===== src/hw/fb_word_params.svh =====
/*
 * Constants of the fast-mode feedback word: field positions, reset values,
 * step-count limits per encoder type.
 * Assumes inclusion by bare name from the design files only.
 */
`ifndef FB_WORD_PARAMS_SVH
`define FB_WORD_PARAMS_SVH

// ****************************************************************
// Register map
// ****************************************************************
`define FB_WORD_OFFSET       32'h0000_0000
`define FB_WORD_RESET        32'h0000_0000

// ****************************************************************
// Field positions
// ****************************************************************
`define FB_POS_MSB           24
`define FB_POS_LSB           0
`define FB_BIT_UP            25
`define FB_BIT_DN            26
`define FB_BIT_DIG_IN        27
`define FB_BIT_FAULT         28
`define FB_BIT_PARAM_ERR     29
`define FB_BIT_READY         30
`define FB_BIT_LIFE          31

// ****************************************************************
// Permitted total step counts per encoder type
// ****************************************************************
`define STEPS_MIN            26'h000_0002
`define STEPS_MAX_SINGLE     26'h000_2000
`define STEPS_MAX_MULTI      26'h200_0000

`endif


===== src/hw/fb_word_pkg.sv =====
/*
 * Types shared by the fast-mode feedback word block.
 * Assumes nothing of its surroundings.
 */
package fb_word_pkg;

   // ****************************************************************
   // Feedback word layout, bit 31 down to bit 0
   // ****************************************************************
   typedef struct packed {
      logic        sign_of_life_toggle;
      logic        ready;
      logic        parameter_error_flag;
      logic        group_fault_flag;
      logic        digital_input_status;
      logic        direction_down_status;
      logic        direction_up_status;
      logic [24:0] position;
   } feedback_word_t;

   // ****************************************************************
   // Parameter set as delivered by the controller
   // ****************************************************************
   typedef struct packed {
      logic        multi_turn;
      logic [25:0] total_steps;
      logic        life_enable;
      logic        isochronous;
      logic [3:0]  rate_reduction;
   } param_set_t;

   typedef enum logic [1:0] {
      ST_UNCONFIGURED,
      ST_RUNNING
   } run_state_t;

endpackage : fb_word_pkg


===== src/hw/ssi_fast_feedback_word.sv =====
/*
 * Fast-mode feedback word of an absolute-encoder readout module.
 * Assumes a frame engine on CLK_SYS_IN delivering positions with a strobe,
 * and a controller delivering parameter sets with a strobe.
 */
// Summary of operation
// - Encoder position sits in bits 0 to 24 of the word.
// - Bit 31 is zero unless sign of life is on, then the toggle.
// - Bit 30 carries the ready flag, meaning the feedback is valid.
// - Bit 29 carries the parameter error flag.
// - Bit 28 carries the group fault flag for encoder and supply faults.
// - Bit 27 digital input, bit 26 direction down, bit 25 direction up.
// - Parameter error set when total steps fall outside the type's range.
// - Parameter error clears as soon as a valid parameter set arrives.
// - Group fault rises on encoder supply short circuit.
// - Group fault rises on faulty serial frames of any cause.
// - Group fault clears by itself once the short is gone and a clean frame has arrived.
// - Sign of life works only in isochronous mode.
// - Sign of life inverts on each encoder value read in.
// - With rate reduction, toggle only on cycles that really read a value.
// - Digital input status mirrors the module's digital input.
// - Direction down set on decreasing position, wrap through zero included.
// - Ready only with a correct parameter set while running.
`timescale 1ns/1ps
`include "fb_word_params.svh"

module ssi_fast_feedback_word
   import fb_word_pkg::*;
#(
   parameter int REDUCTION_W = 4
) (
   input  wire logic             CLK_SYS_IN,
   input  wire logic             RST_IN,
   input  wire param_set_t       PARAM_IN,
   input  wire logic             PARAM_LOAD_IN,
   input  wire logic             CYCLE_STROBE_IN,
   input  wire logic [24:0]      POS_IN,
   input  wire logic             POS_VALID_IN,
   input  wire logic             FRAME_ERR_IN,
   input  wire logic             SUPPLY_SHORT_IN,
   input  wire logic             DIG_IN,
   output logic                  READ_REQ_OUT,
   output feedback_word_t        FEEDBACK_OUT
);

   // ****************************************************************
   // Pin synchronisers
   // ****************************************************************
   logic [1:0] short_sync;
   logic [1:0] input_sync;

   // Two stages for each outside pin
   always_ff @(posedge CLK_SYS_IN) begin
      if (RST_IN) begin
         short_sync <= 2'h0;
         input_sync <= 2'h0;
      end else begin
         short_sync <= {short_sync[0], SUPPLY_SHORT_IN};
         input_sync <= {input_sync[0], DIG_IN};
      end
   end

   // ****************************************************************
   // Parameter check
   // ****************************************************************
   function automatic logic steps_ok(input param_set_t p);
      logic [25:0] max_steps;
      max_steps = p.multi_turn ? `STEPS_MAX_MULTI : `STEPS_MAX_SINGLE;
      steps_ok  = (p.total_steps >= `STEPS_MIN) && (p.total_steps <= max_steps);
   endfunction : steps_ok

   param_set_t  params;
   logic        param_err;
   run_state_t  state;
   param_set_t  next_params;
   logic        next_param_err;
   run_state_t  next_state;
   logic        load_ok;

   assign load_ok = PARAM_LOAD_IN && steps_ok(PARAM_IN);

   // Accept valid sets, flag bad ones
   always_comb begin
      next_params    = params;
      next_param_err = param_err;
      next_state     = state;
      if (PARAM_LOAD_IN) begin
         if (load_ok) begin
            next_params    = PARAM_IN;
            next_param_err = 1'b0;
            next_state     = ST_RUNNING;
         end else begin
            next_param_err = 1'b1;
            next_state     = ST_UNCONFIGURED;
         end
      end
      case (state)
         ST_UNCONFIGURED: ;
         ST_RUNNING:      ;
         default:         next_state = ST_UNCONFIGURED;
      endcase
   end

   always_ff @(posedge CLK_SYS_IN) begin
      if (RST_IN) begin
         params    <= '0;
         param_err <= 1'b0;
         state     <= ST_UNCONFIGURED;
      end else begin
         params    <= next_params;
         param_err <= next_param_err;
         state     <= next_state;
      end
   end

   // ****************************************************************
   // Sampling with rate reduction
   // ****************************************************************
   logic [REDUCTION_W-1:0] red_cnt;
   logic [REDUCTION_W-1:0] next_red_cnt;
   logic                   read_due;

   // Only every (reduction+1)-th cycle strobe reads the encoder
   assign read_due = CYCLE_STROBE_IN && (red_cnt == '0) && (state == ST_RUNNING);

   always_comb begin
      next_red_cnt = red_cnt;
      if (CYCLE_STROBE_IN && state == ST_RUNNING) begin
         if (red_cnt == '0) begin
            next_red_cnt = params.rate_reduction[REDUCTION_W-1:0];
         end else begin
            next_red_cnt = red_cnt - 1'b1;
         end
      end
   end

   always_ff @(posedge CLK_SYS_IN) begin
      if (RST_IN) begin
         red_cnt <= '0;
      end else begin
         red_cnt <= next_red_cnt;
      end
   end

   assign READ_REQ_OUT = read_due;

   // ****************************************************************
   // Fault tracking
   // ****************************************************************
   logic frame_fault;
   logic next_frame_fault;

   // Frame fault holds until a clean frame arrives; set wins
   always_comb begin
      next_frame_fault = frame_fault;
      if (POS_VALID_IN && !FRAME_ERR_IN) begin
         next_frame_fault = 1'b0;
      end
      if (FRAME_ERR_IN) begin
         next_frame_fault = 1'b1;
      end
   end

   always_ff @(posedge CLK_SYS_IN) begin
      if (RST_IN) begin
         frame_fault <= 1'b0;
      end else begin
         frame_fault <= next_frame_fault;
      end
   end

   // ****************************************************************
   // Position, direction and sign of life
   // ****************************************************************
   logic [24:0] pos;
   logic        dir_up;
   logic        dir_dn;
   logic        life;
   logic [24:0] next_pos;
   logic        next_dir_up;
   logic        next_dir_dn;
   logic        next_life;
   logic [24:0] delta;
   logic        good_value;
   logic        life_active;

   assign good_value  = POS_VALID_IN && !FRAME_ERR_IN;
   assign delta       = POS_IN - pos;
   assign life_active = params.life_enable && params.isochronous;

   // Modular difference catches wrap through zero both ways
   always_comb begin
      next_pos    = pos;
      next_dir_up = dir_up;
      next_dir_dn = dir_dn;
      next_life   = life;
      if (good_value) begin
         next_pos = POS_IN;
         if (delta != 25'h0) begin
            next_dir_dn = delta[24];
            next_dir_up = !delta[24];
         end
         if (life_active) begin
            next_life = !life;
         end
      end
      if (!life_active) begin
         next_life = 1'b0;
      end
   end

   always_ff @(posedge CLK_SYS_IN) begin
      if (RST_IN) begin
         pos    <= 25'h0;
         dir_up <= 1'b0;
         dir_dn <= 1'b0;
         life   <= 1'b0;
      end else begin
         pos    <= next_pos;
         dir_up <= next_dir_up;
         dir_dn <= next_dir_dn;
         life   <= next_life;
      end
   end

   // ****************************************************************
   // Feedback word assembly
   // ****************************************************************
   feedback_word_t next_word;

   // Word built from next-state values and the synchronised pins, registered to the output
   always_comb begin
      next_word                       = '0;
      next_word.position              = next_pos;
      next_word.sign_of_life_toggle   = life_active && next_life;
      next_word.ready                 = (next_state == ST_RUNNING)
                                        && !next_param_err;
      next_word.parameter_error_flag  = next_param_err;
      next_word.group_fault_flag      = short_sync[1]
                                        || next_frame_fault;
      next_word.digital_input_status  = input_sync[1];
      next_word.direction_down_status = next_dir_dn;
      next_word.direction_up_status   = next_dir_up;
   end

   always_ff @(posedge CLK_SYS_IN) begin
      if (RST_IN) begin
         FEEDBACK_OUT <= `FB_WORD_RESET;
      end else begin
         FEEDBACK_OUT <= next_word;
      end
   end

   // ****************************************************************
   // Checks
   // ****************************************************************
   chk_pos_follows: assert property (@(posedge CLK_SYS_IN) disable iff (RST_IN)
      (POS_VALID_IN && !FRAME_ERR_IN) |=> FEEDBACK_OUT[`FB_POS_MSB:`FB_POS_LSB] == $past(POS_IN))
      else $error("position not placed in word");

   chk_life_zero_off: assert property (@(posedge CLK_SYS_IN) disable iff (RST_IN)
      !life_active |=> !FEEDBACK_OUT[`FB_BIT_LIFE])
      else $error("sign of life set while off");

   chk_bad_params: assert property (@(posedge CLK_SYS_IN) disable iff (RST_IN)
      (PARAM_LOAD_IN && !steps_ok(PARAM_IN))
      |=> FEEDBACK_OUT[`FB_BIT_PARAM_ERR] && !FEEDBACK_OUT[`FB_BIT_READY])
      else $error("bad step count not flagged");

   chk_good_params: assert property (@(posedge CLK_SYS_IN) disable iff (RST_IN)
      (PARAM_LOAD_IN && steps_ok(PARAM_IN))
      |=> !FEEDBACK_OUT[`FB_BIT_PARAM_ERR] && FEEDBACK_OUT[`FB_BIT_READY])
      else $error("valid parameters not accepted");

   chk_short_fault: assert property (@(posedge CLK_SYS_IN) disable iff (RST_IN)
      SUPPLY_SHORT_IN [*3] |=> FEEDBACK_OUT[`FB_BIT_FAULT])
      else $error("supply short not reported");

   chk_frame_fault: assert property (@(posedge CLK_SYS_IN) disable iff (RST_IN)
      FRAME_ERR_IN |=> FEEDBACK_OUT[`FB_BIT_FAULT])
      else $error("frame error not reported");

   chk_fault_clears: assert property (@(posedge CLK_SYS_IN) disable iff (RST_IN)
      (!SUPPLY_SHORT_IN [*3] ##0 (POS_VALID_IN && !FRAME_ERR_IN)) |=> !FEEDBACK_OUT[`FB_BIT_FAULT])
      else $error("group fault stuck after causes gone");

   chk_life_toggles: assert property (@(posedge CLK_SYS_IN) disable iff (RST_IN)
      (life_active && POS_VALID_IN && !FRAME_ERR_IN && !PARAM_LOAD_IN)
      |=> FEEDBACK_OUT[`FB_BIT_LIFE] != $past(FEEDBACK_OUT[`FB_BIT_LIFE]))
      else $error("sign of life did not toggle");

   chk_life_holds: assert property (@(posedge CLK_SYS_IN) disable iff (RST_IN)
      (life_active && !POS_VALID_IN && !PARAM_LOAD_IN) ##1 life_active
      |-> $stable(life))
      else $error("sign of life toggled without a read");

   chk_input_mirror: assert property (@(posedge CLK_SYS_IN) disable iff (RST_IN)
      DIG_IN [*4] |-> FEEDBACK_OUT[`FB_BIT_DIG_IN])
      else $error("digital input status wrong");

   chk_dir_down: assert property (@(posedge CLK_SYS_IN) disable iff (RST_IN)
      (good_value && delta != 25'h0 && delta[24])
      |=> FEEDBACK_OUT[`FB_BIT_DN] && !FEEDBACK_OUT[`FB_BIT_UP])
      else $error("down direction not shown");

   chk_dir_up: assert property (@(posedge CLK_SYS_IN) disable iff (RST_IN)
      (good_value && delta != 25'h0 && !delta[24])
      |=> FEEDBACK_OUT[`FB_BIT_UP] && !FEEDBACK_OUT[`FB_BIT_DN])
      else $error("up direction not shown");

   chk_ready_valid: assert property (@(posedge CLK_SYS_IN) disable iff (RST_IN)
      FEEDBACK_OUT[`FB_BIT_READY] |-> !FEEDBACK_OUT[`FB_BIT_PARAM_ERR] && state == ST_RUNNING)
      else $error("ready without valid parameters");

   chk_pos_holds: assert property (@(posedge CLK_SYS_IN) disable iff (RST_IN)
      !(POS_VALID_IN && !FRAME_ERR_IN) |=> $stable(FEEDBACK_OUT[`FB_POS_MSB:`FB_POS_LSB]))
      else $error("position changed without a good frame");

   chk_life_iso_only: assert property (@(posedge CLK_SYS_IN) disable iff (RST_IN)
      !params.isochronous |=> !FEEDBACK_OUT[`FB_BIT_LIFE])
      else $error("sign of life outside isochronous mode");

   chk_err_stable: assert property (@(posedge CLK_SYS_IN) disable iff (RST_IN)
      !PARAM_LOAD_IN |=> $stable(FEEDBACK_OUT[`FB_BIT_PARAM_ERR]))
      else $error("parameter error changed without a load");

   chk_err_not_ready: assert property (@(posedge CLK_SYS_IN) disable iff (RST_IN)
      FEEDBACK_OUT[`FB_BIT_PARAM_ERR] |-> !FEEDBACK_OUT[`FB_BIT_READY])
      else $error("ready while parameter error shown");

   chk_dir_exclusive: assert property (@(posedge CLK_SYS_IN) disable iff (RST_IN)
      !(FEEDBACK_OUT[`FB_BIT_DN] && FEEDBACK_OUT[`FB_BIT_UP]))
      else $error("both directions shown");

   chk_input_low: assert property (@(posedge CLK_SYS_IN) disable iff (RST_IN)
      !DIG_IN [*4] |-> !FEEDBACK_OUT[`FB_BIT_DIG_IN])
      else $error("digital input status stuck high");

   chk_read_on_strobe: assert property (@(posedge CLK_SYS_IN) disable iff (RST_IN)
      READ_REQ_OUT |-> CYCLE_STROBE_IN)
      else $error("read request without cycle strobe");

   chk_idle_no_read: assert property (@(posedge CLK_SYS_IN) disable iff (RST_IN)
      (state != ST_RUNNING) |-> !READ_REQ_OUT)
      else $error("read request while unconfigured");

   chk_fault_none: assert property (@(posedge CLK_SYS_IN) disable iff (RST_IN)
      (!SUPPLY_SHORT_IN [*3] ##0 (!frame_fault && !FRAME_ERR_IN))
      |=> !FEEDBACK_OUT[`FB_BIT_FAULT])
      else $error("group fault without a cause");

endmodule : ssi_fast_feedback_word


===== config.mk =====
export PLATFORM = sky130hd
export DESIGN_NAME = ssi_fast_feedback_word
export DESIGN_NICKNAME = d
export VERILOG_FILES = /design/src/hw/fb_word_pkg.sv /design/src/hw/ssi_fast_feedback_word.sv
export VERILOG_INCLUDE_DIRS = /design/src /design/src/hw
export SDC_FILE = /design/constraint.sdc
export NUM_CORES = 1
export LEC_CHECK = 0
export BUFFER_PORTS_ARGS = -buffer_cell sky130_fd_sc_hd__buf_2
export CORE_ASPECT_RATIO = 1.4
export CORE_UTILIZATION = 25
export CTS_CLUSTER_DIAMETER = 30
export DETAILED_ROUTE_END_ITERATION = 10
export GPL_ROUTABILITY_DRIVEN = 0
export GPL_TIMING_DRIVEN = 0
export SLEW_MARGIN = 20
export SYNTH_ARGS = -nofsm -noshare
export SYNTH_HDL_FRONTEND = slang
export SYNTH_SLANG_ARGS = --single-unit

===== constraint.sdc =====
create_clock -name CLK_SYS_IN -period 4.1 [get_ports CLK_SYS_IN]
set_input_delay 0.615 -clock CLK_SYS_IN [delete_from_list [all_inputs] [get_ports CLK_SYS_IN]]
set_output_delay 0.615 -clock CLK_SYS_IN [all_outputs]
set_load 0.005 [all_outputs]

Yosys cells after proc, flatten, opt, wreduce, memory -nomap -nowiden
Index checks and enable logic that the tools add are counted.
{"block": "totals", "ff_bits": 50, "inputBits": 66, "word_cells": 59}
{"block": "op_classes", "order_cmp": 2, "n_eq_ne": 2, "reduce_logical": 20, "n_addsub": 2, "n_mux": 16}
{"cell": "$ge 26x2->1 const B", "count": 1}
{"cell": "$le 26x26->1", "count": 1}
{"cell": "$mux 26", "count": 1}
{"cell": "$mux 25", "count": 1}
{"cell": "$reduce_bool 25->1", "count": 1}
{"cell": "$sub 25x25->25", "count": 1}
{"cell": "$mux 1", "count": 11}
{"cell": "$logic_and 1x1->1", "count": 9}
{"cell": "$eq 2x1->1 const B", "count": 2}
{"cell": "$logic_not 1->1", "count": 4}
{"cell": "$logic_not 4->1", "count": 1}
{"cell": "$mux 2", "count": 2}
{"cell": "$mux 4", "count": 1}
{"cell": "$reduce_and 2->1", "count": 2}
{"cell": "$sub 4x1->4 const B", "count": 1}
{"cell": "$logic_not 2->1", "count": 1}
{"cell": "$reduce_or 2->1", "count": 1}
{"cell": "$logic_or 1x1->1", "count": 1}

Longest topological paths before layout
Gate-level depths: netlist of run 1.
{"block": "depth", "word_depth": 9, "depth_mapped": 12}

Least setup slack after synthesis of run 1
Ideal clock, no wire load.
{"block": "synth_path", "path_type": "input port to flip-flop", "start": "input port POS_IN[0]", "end": "register FEEDBACK_OUT[25] (netlist bit)", "setup_ns": 0.116, "arrival_ns": 3.402, "path_buffers": 0, "path_stages": 12, "slack_ns": 0.582, "cell_sequence": "inv_1 ha_1 fa_1 nand2_1 a221o_1 or4_1 a2111oi_2 nand4_1 or4_1 nor4_2 a31oi_1 o211a_1"}
{"block": "synth_between", "elab_chain_len": 4, "elab_cells_between_ends": 6}
{"item": "start: declaration", "line_no": "ssi_fast_feedback_word.sv:37", "rtl": "input wire logic [24:0] POS_IN,"}
{"item": "$sub 25x25->25 *", "line_no": "ssi_fast_feedback_word.sv:188", "rtl": "assign delta = POS_IN - pos;"}
{"item": "parallel branches: the longest is 3 deep, another holds $reduce_bool 25->1"}
{"item": "end signal: assignment", "line_no": "ssi_fast_feedback_word.sv:248", "rtl": "FEEDBACK_OUT <= `FB_WORD_RESET;"}
{"item": "end signal: assignment", "line_no": "ssi_fast_feedback_word.sv:250", "rtl": "FEEDBACK_OUT <= next_word;"}
{"item": "end: declaration", "line_no": "ssi_fast_feedback_word.sv:43", "rtl": "output feedback_word_t FEEDBACK_OUT"}
Mark *: on every way between the ends. The select of a mux whose other input is x is not followed.
A chain may end at the register's enable or synchronous reset.

Final worst setup path of run 1
Same ends and word-level chain as after synthesis.

==> results.cfg, run 1 <==
[run_status]
status = finished, final reports clean

[grt]
grt_pass1_vias = 3413
grt_usage_pct = 13.8
grt_max_degree = 19
grt_remaining_overflow = 0
grt_pass1_wl_um = 16000
antenna_found_initial = 0

[logic_synthesis]
synth_top_cell_by_area = dfxtp_1
synth_compound_area_share_pct = 24.9
ys_top_cells_by_area = dfxtp_1, ha_1, nand2_1
syn_nets = 569
yosysSeqAreaShare_pct = 27.4
syn_avg_cell_area_um2 = 7.55
yosysMostFrequentCell = nand2_1
synth-simple-area-share_pct = 24.5
yosys.area_share.xor_xnor_pct = 2.93
ys_ff_latch = 49
netlist.area_leader.share_pct = 27.4
synthCells = 475
synth-edff-count = 0
muxShareOfSynthArea_pct = 0.873
netlist_area_mm2 = 0.00358
synth.distinct_cells = 71
synth-async-reset-ratio_pct = 0
ys.warnings.count = 0
ys.flop_type = dfxtp_1
synth_fa_ha_area_share_pct = 9.98
synthTopCellsByCount = nand2_1, a21oi_1, dfxtp_1, inv_1, ha_1
synth_top_family_by_area = compound AO/OA/AOI/OAI gates

[worst_setup_path]
cp_data_required_time_ns = 4.29
crit_type = input pin to flip-flop
crit_slowest_cell = a2111o_1
reg2reg_to = FEEDBACK_OUT[25]
worstSetupStartpointType = input pin
worstRegToRegCells = 11
crit_path_frequent_cell = o2111ai_2
cpPeakStageDelay_ns = 0.52
r2r_setup_slack_ns = 0.73
crit_fanout = 6
critPathCaptureType = flip-flop
reg2reg_from = FEEDBACK_OUT[0]
cp.arrival_ns = 3.69
startpoint = POS_IN[0]
crit_chain = buf_2 > inv_1 > ha_1 > fa_1 > nor2b_1 > o2111ai_2 > a2111o_1 > nand4_1 > o2111ai_2 > or4_1 > nor4_2 > a31oi_1 > o211a_1

[power_and_ir_drop]
power_leakage_nw = 1.90
intPower_mw = 0.894
seqPwrFrac_pct = 38.4
p_per_area_mw_per_mm2 = 298
power_switching_mw = 0.432
p_clk_share_pct = 33.6
switching_share_pct = 32.6
comb_power_share_pct = 28.0
worst_ir_drop_vdd_uv = 152

[sta]
slew_violations = 0
relSlewSlack_pct = 60.0
fin_crit_ns = 3.50
period_share_pct = 85.3
worstMarginPinSlew_ns = 0.600
setup_tns_ns = 0
fmax_mhz = 286
setup_viol_count_final = 0
hold_viol_final = 0
rsz0062_at_grt = false
skew_ns = 0.00497

[detailed_routing]
wirelength_um = 9930
routed_via_density = 4.74
drc = 0
first_pass_iters = 4
drt_first_iter_violations = 94
vias = 3628
ant_nets = 0
wl_per_cell_um = 13.0

[die]
placementRows = 51
die_w_um = 103
die-area_mm2 = 0.0148
die_h_um = 144
start_util_pct = 25.7
ios = 99
core-area_mm2 = 0.0140

[clock_tree]
cts-resized-gates = 0
cts_buffers = 5
clockRootBuffer = clkbuf_16
clock_sinks = 49
cts.htree.levels = 2
tritoncts = yes
cts_setup_buffers = 0
clk_latency_ns = 0.30
clockBufferDepth = 2
clk_pin_slew_worst_paths_ns = 0.07
postCtsHoldBufs = 0

[worst_hold_path]
hold_depth = 2
hp-class = flip-flop to flip-flop
min_from = short_sync[1]
whs_endpoint = FEEDBACK_OUT[28]

[cells_and_area]
fill_cells = 1540
design_area_mm2 = 0.00446
final_nets = 673
n_antenna_cell = 0
multiInputGateArea_mm2 = 0.00227
regArea_um2 = 981
synthToLayoutAreaGrowth_pct = 24.3
drive_gt1_share_pct = 23.3

[placement]
dpl-instance-area_mm2 = 0.00430
portBuffers = 97
dp_hpwl_um = 8060

[flow_run]
max_cap_viol_count = 0
power by group through the flow:
stage	clock network, mW	logic, mW	registers, mW
4_1_cts	0.463	0.374	0.510
5_1_grt	0.484	0.417	0.513
6_report	0.446	0.371	0.510
3_5_place_dp	0	0.372	0.521
3_3_place_gp	0	0.370	0.521
2_1_floorplan	0	0.258	0.520
sequential cells by signal (all words and copies together), names as in the netlist:
| name | cells |
|---|---|
| life | 1 |
| red_cnt | 4 |
| FEEDBACK_OUT | 31 |
| short_sync | 2 |
| frame_fault | 1 |
| params | 6 |
| state | 2 |
| input_sync | 2 |
critical path, delay by kind of cell:
kind                       cells  cell delay (ns)
adders and majority gates      2             0.64
buffers and inverters          2             0.15
AOI/OAI and AO/OA              5             1.19
and+or+nand+nor                4             1.09
cell type report:
| class | instances | area share, % |
|---|---|---|
| Tap cell | 185 | 5.20 |
| Multi-Input combinational cell | 360 | 50.9 |
| Clock inverter | 3 | 0.646 |
| Inverter | 40 | 3.37 |
| Buffer | 26 | 4.16 |
| Clock buffer | 5 | 2.81 |
| Sequential cell | 49 | 22.0 |
| Timing Repair Buffer | 97 | 10.9 |
worst max-delay path by stage:
stage / endpoint / slack [ns] / cells past startpoint
3_5_place_dp: FEEDBACK_OUT[25] / 0.26 / 13
6_report: FEEDBACK_OUT[25] / 0.60 / 13
5_1_grt: FEEDBACK_OUT[25] / 0.31 / 13
2_1_floorplan: FEEDBACK_OUT[25] / 0.58 / 12
3_3_place_gp: FEEDBACK_OUT[25] / 0.27 / 13
4_1_cts: FEEDBACK_OUT[25] / 0.58 / 13
cells in the final DEF, fill, tap and decap left out, types with 3 or more instances in the layout:
cell type   n
a211oi_1    6
nand4_1    11
nor2_1     23
nor3b_1     3
dfxtp_1    49
nor2b_1     7
o21a_1      5
o2111ai_1   6
ha_1       27
xor2_1      6
clkbuf_16   5
o21ai_0     7
o31ai_1     3
inv_1      39
nand3_1    11
a21oi_1    58
o211ai_1    3
a31oi_1     9
nand2_1    90
clkbuf_1   14
xnor2_1     6
nor4_1      8
buf_4       5
buf_2      97
nor3_1      7
nand3b_1    3
and3_1      4
clkbuf_8    3
a21o_1      8
metal layers:
layer  vias to the layer above  track usage [%]  part of all wire [%]
li1                       1899                -                     -
met1                      1610             16.1                    43
met2                       108             24.6                    50
met3                        11             3.06                   5.7
met4                         0             4.52                   1.9
met5                         -                0                     0
through the flow:
stage / hold slack (ns) / power, mW / instances / util, % / setup slack (ns)
3_5_place_dp: 0.426 / 0.893 / 757 / 30.8 / 0.265
4_1_cts: 0.439 / 1.35 / 765 / 31.9 / 0.575
3_3_place_gp: 0.418 / 0.890 / 757 / 30.8 / 0.267
6_report: 0.438 / 1.33 / 765 / 31.9 / 0.602
2_1_floorplan: 0.411 / 0.778 / 475 / - / 0.582
5_1_grt: 0.455 / 1.41 / 765 / 31.9 / 0.309
cells by family after synthesis:
| kind of cell | after synthesis |
|---|---|
| buffers and inverters | 66 |
| adders and majority gates | 28 |
| other | 1 |
| and+or+nand+nor | 184 |
| xor gates and xnor gates | 12 |
| muxes | 3 |
| AOI/OAI and AO/OA | 132 |
| DFF | 49 |
Power figures use the tool's default switching activity.
==> run 2, diff against run 1 <==
CORE_ASPECT_RATIO = 1.5   (was 1.4)
==> results.cfg, run 2 (synthesis gave the netlist of run 1 again) <==
[grt]
grt_remaining_overflow = 0
grt_max_degree = 19
antenna_found_initial = 0
grt_pass1_vias = 3555
grt_usage_pct = 14.0
grt_pass1_wl_um = 16600

[sta]
hold_viol_final = 0
fin_crit_ns = 3.56
worstMarginPinSlew_ns = 0.573
skew_ns = 0.00530
fmax_mhz = 281
rsz0062_at_grt = false
setup_tns_ns = 0
relSlewSlack_pct = 61.8
setup_viol_count_final = 0
slew_violations = 0
period_share_pct = 86.8

[cells_and_area]
final_cell_mix = buf_2, nand2_1, a21oi_1
synthToLayoutAreaGrowth_pct = 24.5
largest_register = FEEDBACK_OUT
regArea_um2 = 981
n_antenna_cell = 0
final_common_cell = buf_2
final_nets = 673
drive_gt1_share_pct = 23.3
largest_register_ffs = 31
final_util_pct = 31.9
reg.largest.list = FEEDBACK_OUT x31, params x6, red_cnt x4
multiInputGateArea_mm2 = 0.00227
fill_cells = 1571

[worst_setup_path]
cp.arrival_ns = 3.76
r2r_setup_slack_ns = 0.65
crit_path_frequent_cell = o2111ai_2
cp-endpoint = FEEDBACK_OUT[25]
reg2reg_from = FEEDBACK_OUT[0]
crit_fanout = 6
crit_buf_inv = 2
path_delay_family = compound AO/OA/AOI/OAI gates
reg2reg_to = FEEDBACK_OUT[25]
crit_type = input pin to flip-flop
cpPeakStageDelay_ns = 0.53
cp.depth = 13
crit_chain = buf_2 > inv_1 > ha_1 > fa_1 > nor2b_1 > o2111ai_2 > a2111o_1 > nand4_1 > o2111ai_2 > or4_1 > nor4_2 > a31oi_1 > o211a_1
worstSetupStartpointType = input pin
cp_data_required_time_ns = 4.30
startpoint = POS_IN[0]
critPathCaptureType = flip-flop
crit_slowest_cell = or4_1
worstRegToRegCells = 11

[worst_hold_path]
hold_depth = 2
min_from = params[4]
hp-class = flip-flop to flip-flop

[die]
die-area_mm2 = 0.0148
ios = 99
start_util_pct = 25.6
die_w_um = 99.8
core-area_mm2 = 0.0140
die_h_um = 149
placementRows = 53

[clock_tree]
cts.htree.levels = 2
postCtsHoldBufs = 0
clock_sinks = 49
clk_pin_slew_worst_paths_ns = 0.08
clk_latency_ns = 0.30
clockBufferDepth = 2
clockRootBuffer = clkbuf_16
tritoncts = yes
cts-resized-gates = 0
cts_buffers = 5
cts_setup_buffers = 0

[detailed_routing]
routed_via_density = 4.84
drc = 0
first_pass_iters = 4
wirelength_um = 10100
wl_per_cell_um = 13.1
ant_nets = 0
vias = 3733
drt_first_iter_violations = 90

[placement]
dp_hpwl_um = 8190
portBuffers = 97

[power_and_ir_drop]
p_clk_share_pct = 33.9
worst_ir_drop_vdd_uv = 186
power_switching_mw = 0.439
seqPwrFrac_pct = 38.2
comb_power_share_pct = 27.9
power_leakage_nw = 1.90
p_per_area_mw_per_mm2 = 299
switching_share_pct = 32.9
p_total_mw = 1.33
intPower_mw = 0.894

[flow_run]
max_cap_viol_count = 0

[run_status]
status = finished, final reports clean
==> run 2: cell counts in the layout (fill, tap and decap cells not counted) <==
Identical to the previous run, type by type.
==> run 2: worst register-to-register path: stages, from the launching register on <==
cell and delay [ns]:
dfxtp_1 0.34, ha_1 0.22, fa_1 0.41, nor2b_1 0.24, o2111ai_2 0.23, a2111o_1 0.52, nand4_1 0.13, o2111ai_2 0.13
or4_1 0.53, nor4_2 0.24, a31oi_1 0.14, o211a_1 0.21
==> run 2: final cells by class <==
class / instances / share of cell area [%]
Clock buffer: 5 / 2.80
Buffer: 26 / 4.15
Inverter: 40 / 3.36
Timing Repair Buffer: 97 / 10.9
Clock inverter: 3 / 0.645
Sequential cell: 49 / 22.0
Multi-Input combinational cell: 360 / 50.8
Tap cell: 192 / 5.38
==> run 2: worst min path at each step <==
stage	to	slack, ns
after floorplan	FEEDBACK_OUT[28]	0.41
after global placement	FEEDBACK_OUT[27]	0.42
after detailed placement	life	0.43
after CTS	life	0.44
after global routing	FEEDBACK_OUT[27]	0.46
final	life	0.44
==> run 2: power groups by stage <==
stage | clock network, mW | registers, mW | logic [mW]
2_1_floorplan | 0 | 0.520 | 0.258
3_3_place_gp | 0 | 0.521 | 0.371
3_5_place_dp | 0 | 0.521 | 0.372
4_1_cts | 0.464 | 0.510 | 0.374
5_1_grt | 0.477 | 0.513 | 0.419
6_report | 0.451 | 0.510 | 0.372
==> run 2: through the flow <==
| step | hold slack [ns] | worst slack [ns] | area (µm²) | cells |
|---|---|---|---|---|
| 6_report | 0.438 | 0.539 | 4460 | 772 |
| 3_3_place_gp | 0.420 | 0.309 | 4310 | 764 |
| 3_5_place_dp | 0.429 | 0.286 | 4310 | 764 |
| 4_1_cts | 0.440 | 0.578 | 4460 | 772 |
| 5_1_grt | 0.461 | 0.337 | 4460 | 772 |
| 2_1_floorplan | 0.411 | 0.582 | 3580 | 475 |
==> run 2: layer usage <==
metal,vias to the layer above,part of all wire [%],GRT usage (%)
met5,-,0,0
met1,1720,40,14.3
met4,0,2.3,5.66
met2,104,52,26.9
li1,1895,-,-
met3,14,5.8,3.24
==> run 3, diff against run 2 <==
CORE_UTILIZATION = 45   (was 25)
PLACE_DENSITY = 0.7   (was unset)
==> results.cfg, run 3 (synthesis gave the netlist of run 1 again) <==
[cells_and_area]
design_area_mm2 = 0.00435
largest_register = FEEDBACK_OUT
final_nets = 673
largest_register_ffs = 31
drive_gt1_share_pct = 23.3
fin_cells = 682
synthToLayoutAreaGrowth_pct = 21.4
n_antenna_cell = 0
reg.largest.list = FEEDBACK_OUT x31, params x6, red_cnt x4
final_util_pct = 56.8
final_cell_mix = buf_2, nand2_1, a21oi_1
final_common_cell = buf_2

[clock_tree]
cts_setup_buffers = 0
clockRootBuffer = clkbuf_16
cts_buffers = 5
tritoncts = yes
cts-resized-gates = 0
cts.htree.levels = 2
clk_pin_slew_worst_paths_ns = 0.08
postCtsHoldBufs = 0
clock_sinks = 49
clockBufferDepth = 2
clk_latency_ns = 0.30

[die]
ios = 99
start_util_pct = 46.8
die_h_um = 111
placementRows = 39
die-area_mm2 = 0.00833
core-area_mm2 = 0.00766
die_w_um = 74.9

[grt]
antenna_found_initial = 0
grt_pass1_wl_um = 15000
grt_pass1_vias = 3504
grt_max_degree = 19
grt_remaining_overflow = 0
grtUsageMet3_pct = 3.82
use_met1_pct = 24.3
grt-busiest-layer = met2
grt.met2_usage_pct = 42.0
grt_usage_pct = 23.0

[worst_setup_path]
reg2reg_from = FEEDBACK_OUT[0]
worstSetupStartpointType = input pin
critPathCaptureType = flip-flop
crit_fanout = 6
worstRegToRegCells = 11
cp_data_required_time_ns = 4.30
cp.arrival_ns = 3.69
reg2reg_to = FEEDBACK_OUT[25]
startpoint = POS_IN[0]
crit_type = input pin to flip-flop
r2r_setup_slack_ns = 0.72
cp-endpoint = FEEDBACK_OUT[25]

[sta]
skew_ns = 0.00802
holdWs_ns = 0.444
relSlewSlack_pct = 62.4
fin_crit_ns = 3.49
period_share_pct = 85.1
hold_viol_final = 0
setup_viol_count_final = 0
rsz0062_at_grt = false
worstMarginPinSlew_ns = 0.564
fmax_mhz = 287
slew_violations = 0
worst_slack_ns = 0.610
setup_tns_ns = 0

[placement]
portBuffers = 97
dp_slack_ns = 0.298
dpl-instance-area_mm2 = 0.00420
dp_cells = 674
dp_hpwl_um = 7330

[detailed_routing]
drc = 0
ant_nets = 0
first_pass_iters = 4
wl_per_cell_um = 13.5
vias = 3694
routed_via_density = 5.42
drt_first_iter_violations = 215
wirelength_um = 9200

[worst_hold_path]
hp-class = flip-flop to flip-flop

[power_and_ir_drop]
p_total_mw = 1.33
worst_ir_drop_vdd_uv = 271
p_per_area_mw_per_mm2 = 305
power_leakage_nw = 1.90

[run_status]
status = finished, final reports clean

[flow_run]
max_cap_viol_count = 0
[run 3: cell counts in the layout (fill, tap and decap cells not counted)]
No cell type changed its count.
[run 3: critical path, cell delays in order]
cell	delay, ns
buf_2	0.09
inv_1	0.04
ha_1	0.22
fa_1	0.42
nor2b_1	0.21
o2111ai_2	0.22
a2111o_1	0.53
nand4_1	0.12
o2111ai_2	0.13
or4_1	0.53
nor4_2	0.21
a31oi_1	0.13
o211a_1	0.22
[run 3: cell type report]
type	count	area [µm²]
tap	102	128
fill	747	3310
inverter	40	150
sequential	49	981
clock inverter	3	28.8
multi-input combinational	360	2270
timing repair buffer	97	485
clock buffer	5	125
buffer	26	185
[run 3: layer usage]
metal	wire, µm	vias up	share of wire [%]
li1	-	1897	-
met1	3600	1663	39
met2	4900	111	53
met3	383	23	4.2
met4	318	0	3.5
met5	0	-	0
[run 3: how the worst min path moves through the flow]
stage,slack (ns),end,cells after the start,start
2_1_floorplan,0.41,FEEDBACK_OUT[28],2,short_sync[1]
3_3_place_gp,0.42,short_sync[1],1,short_sync[0]
3_5_place_dp,0.43,input_sync[1],1,input_sync[0]
4_1_cts,0.45,life,2,params[4]
5_1_grt,0.47,input_sync[1],1,input_sync[0]
6_report,0.44,life,2,params[4]
[run 3: report_power, final]
group	switching (mW)	leakage (nW)	total, mW	internal [mW]
sequential	0.0127	0.401	0.510	0.497
clock	0.211	0.0763	0.446	0.234
combinational	0.207	1.43	0.370	0.163
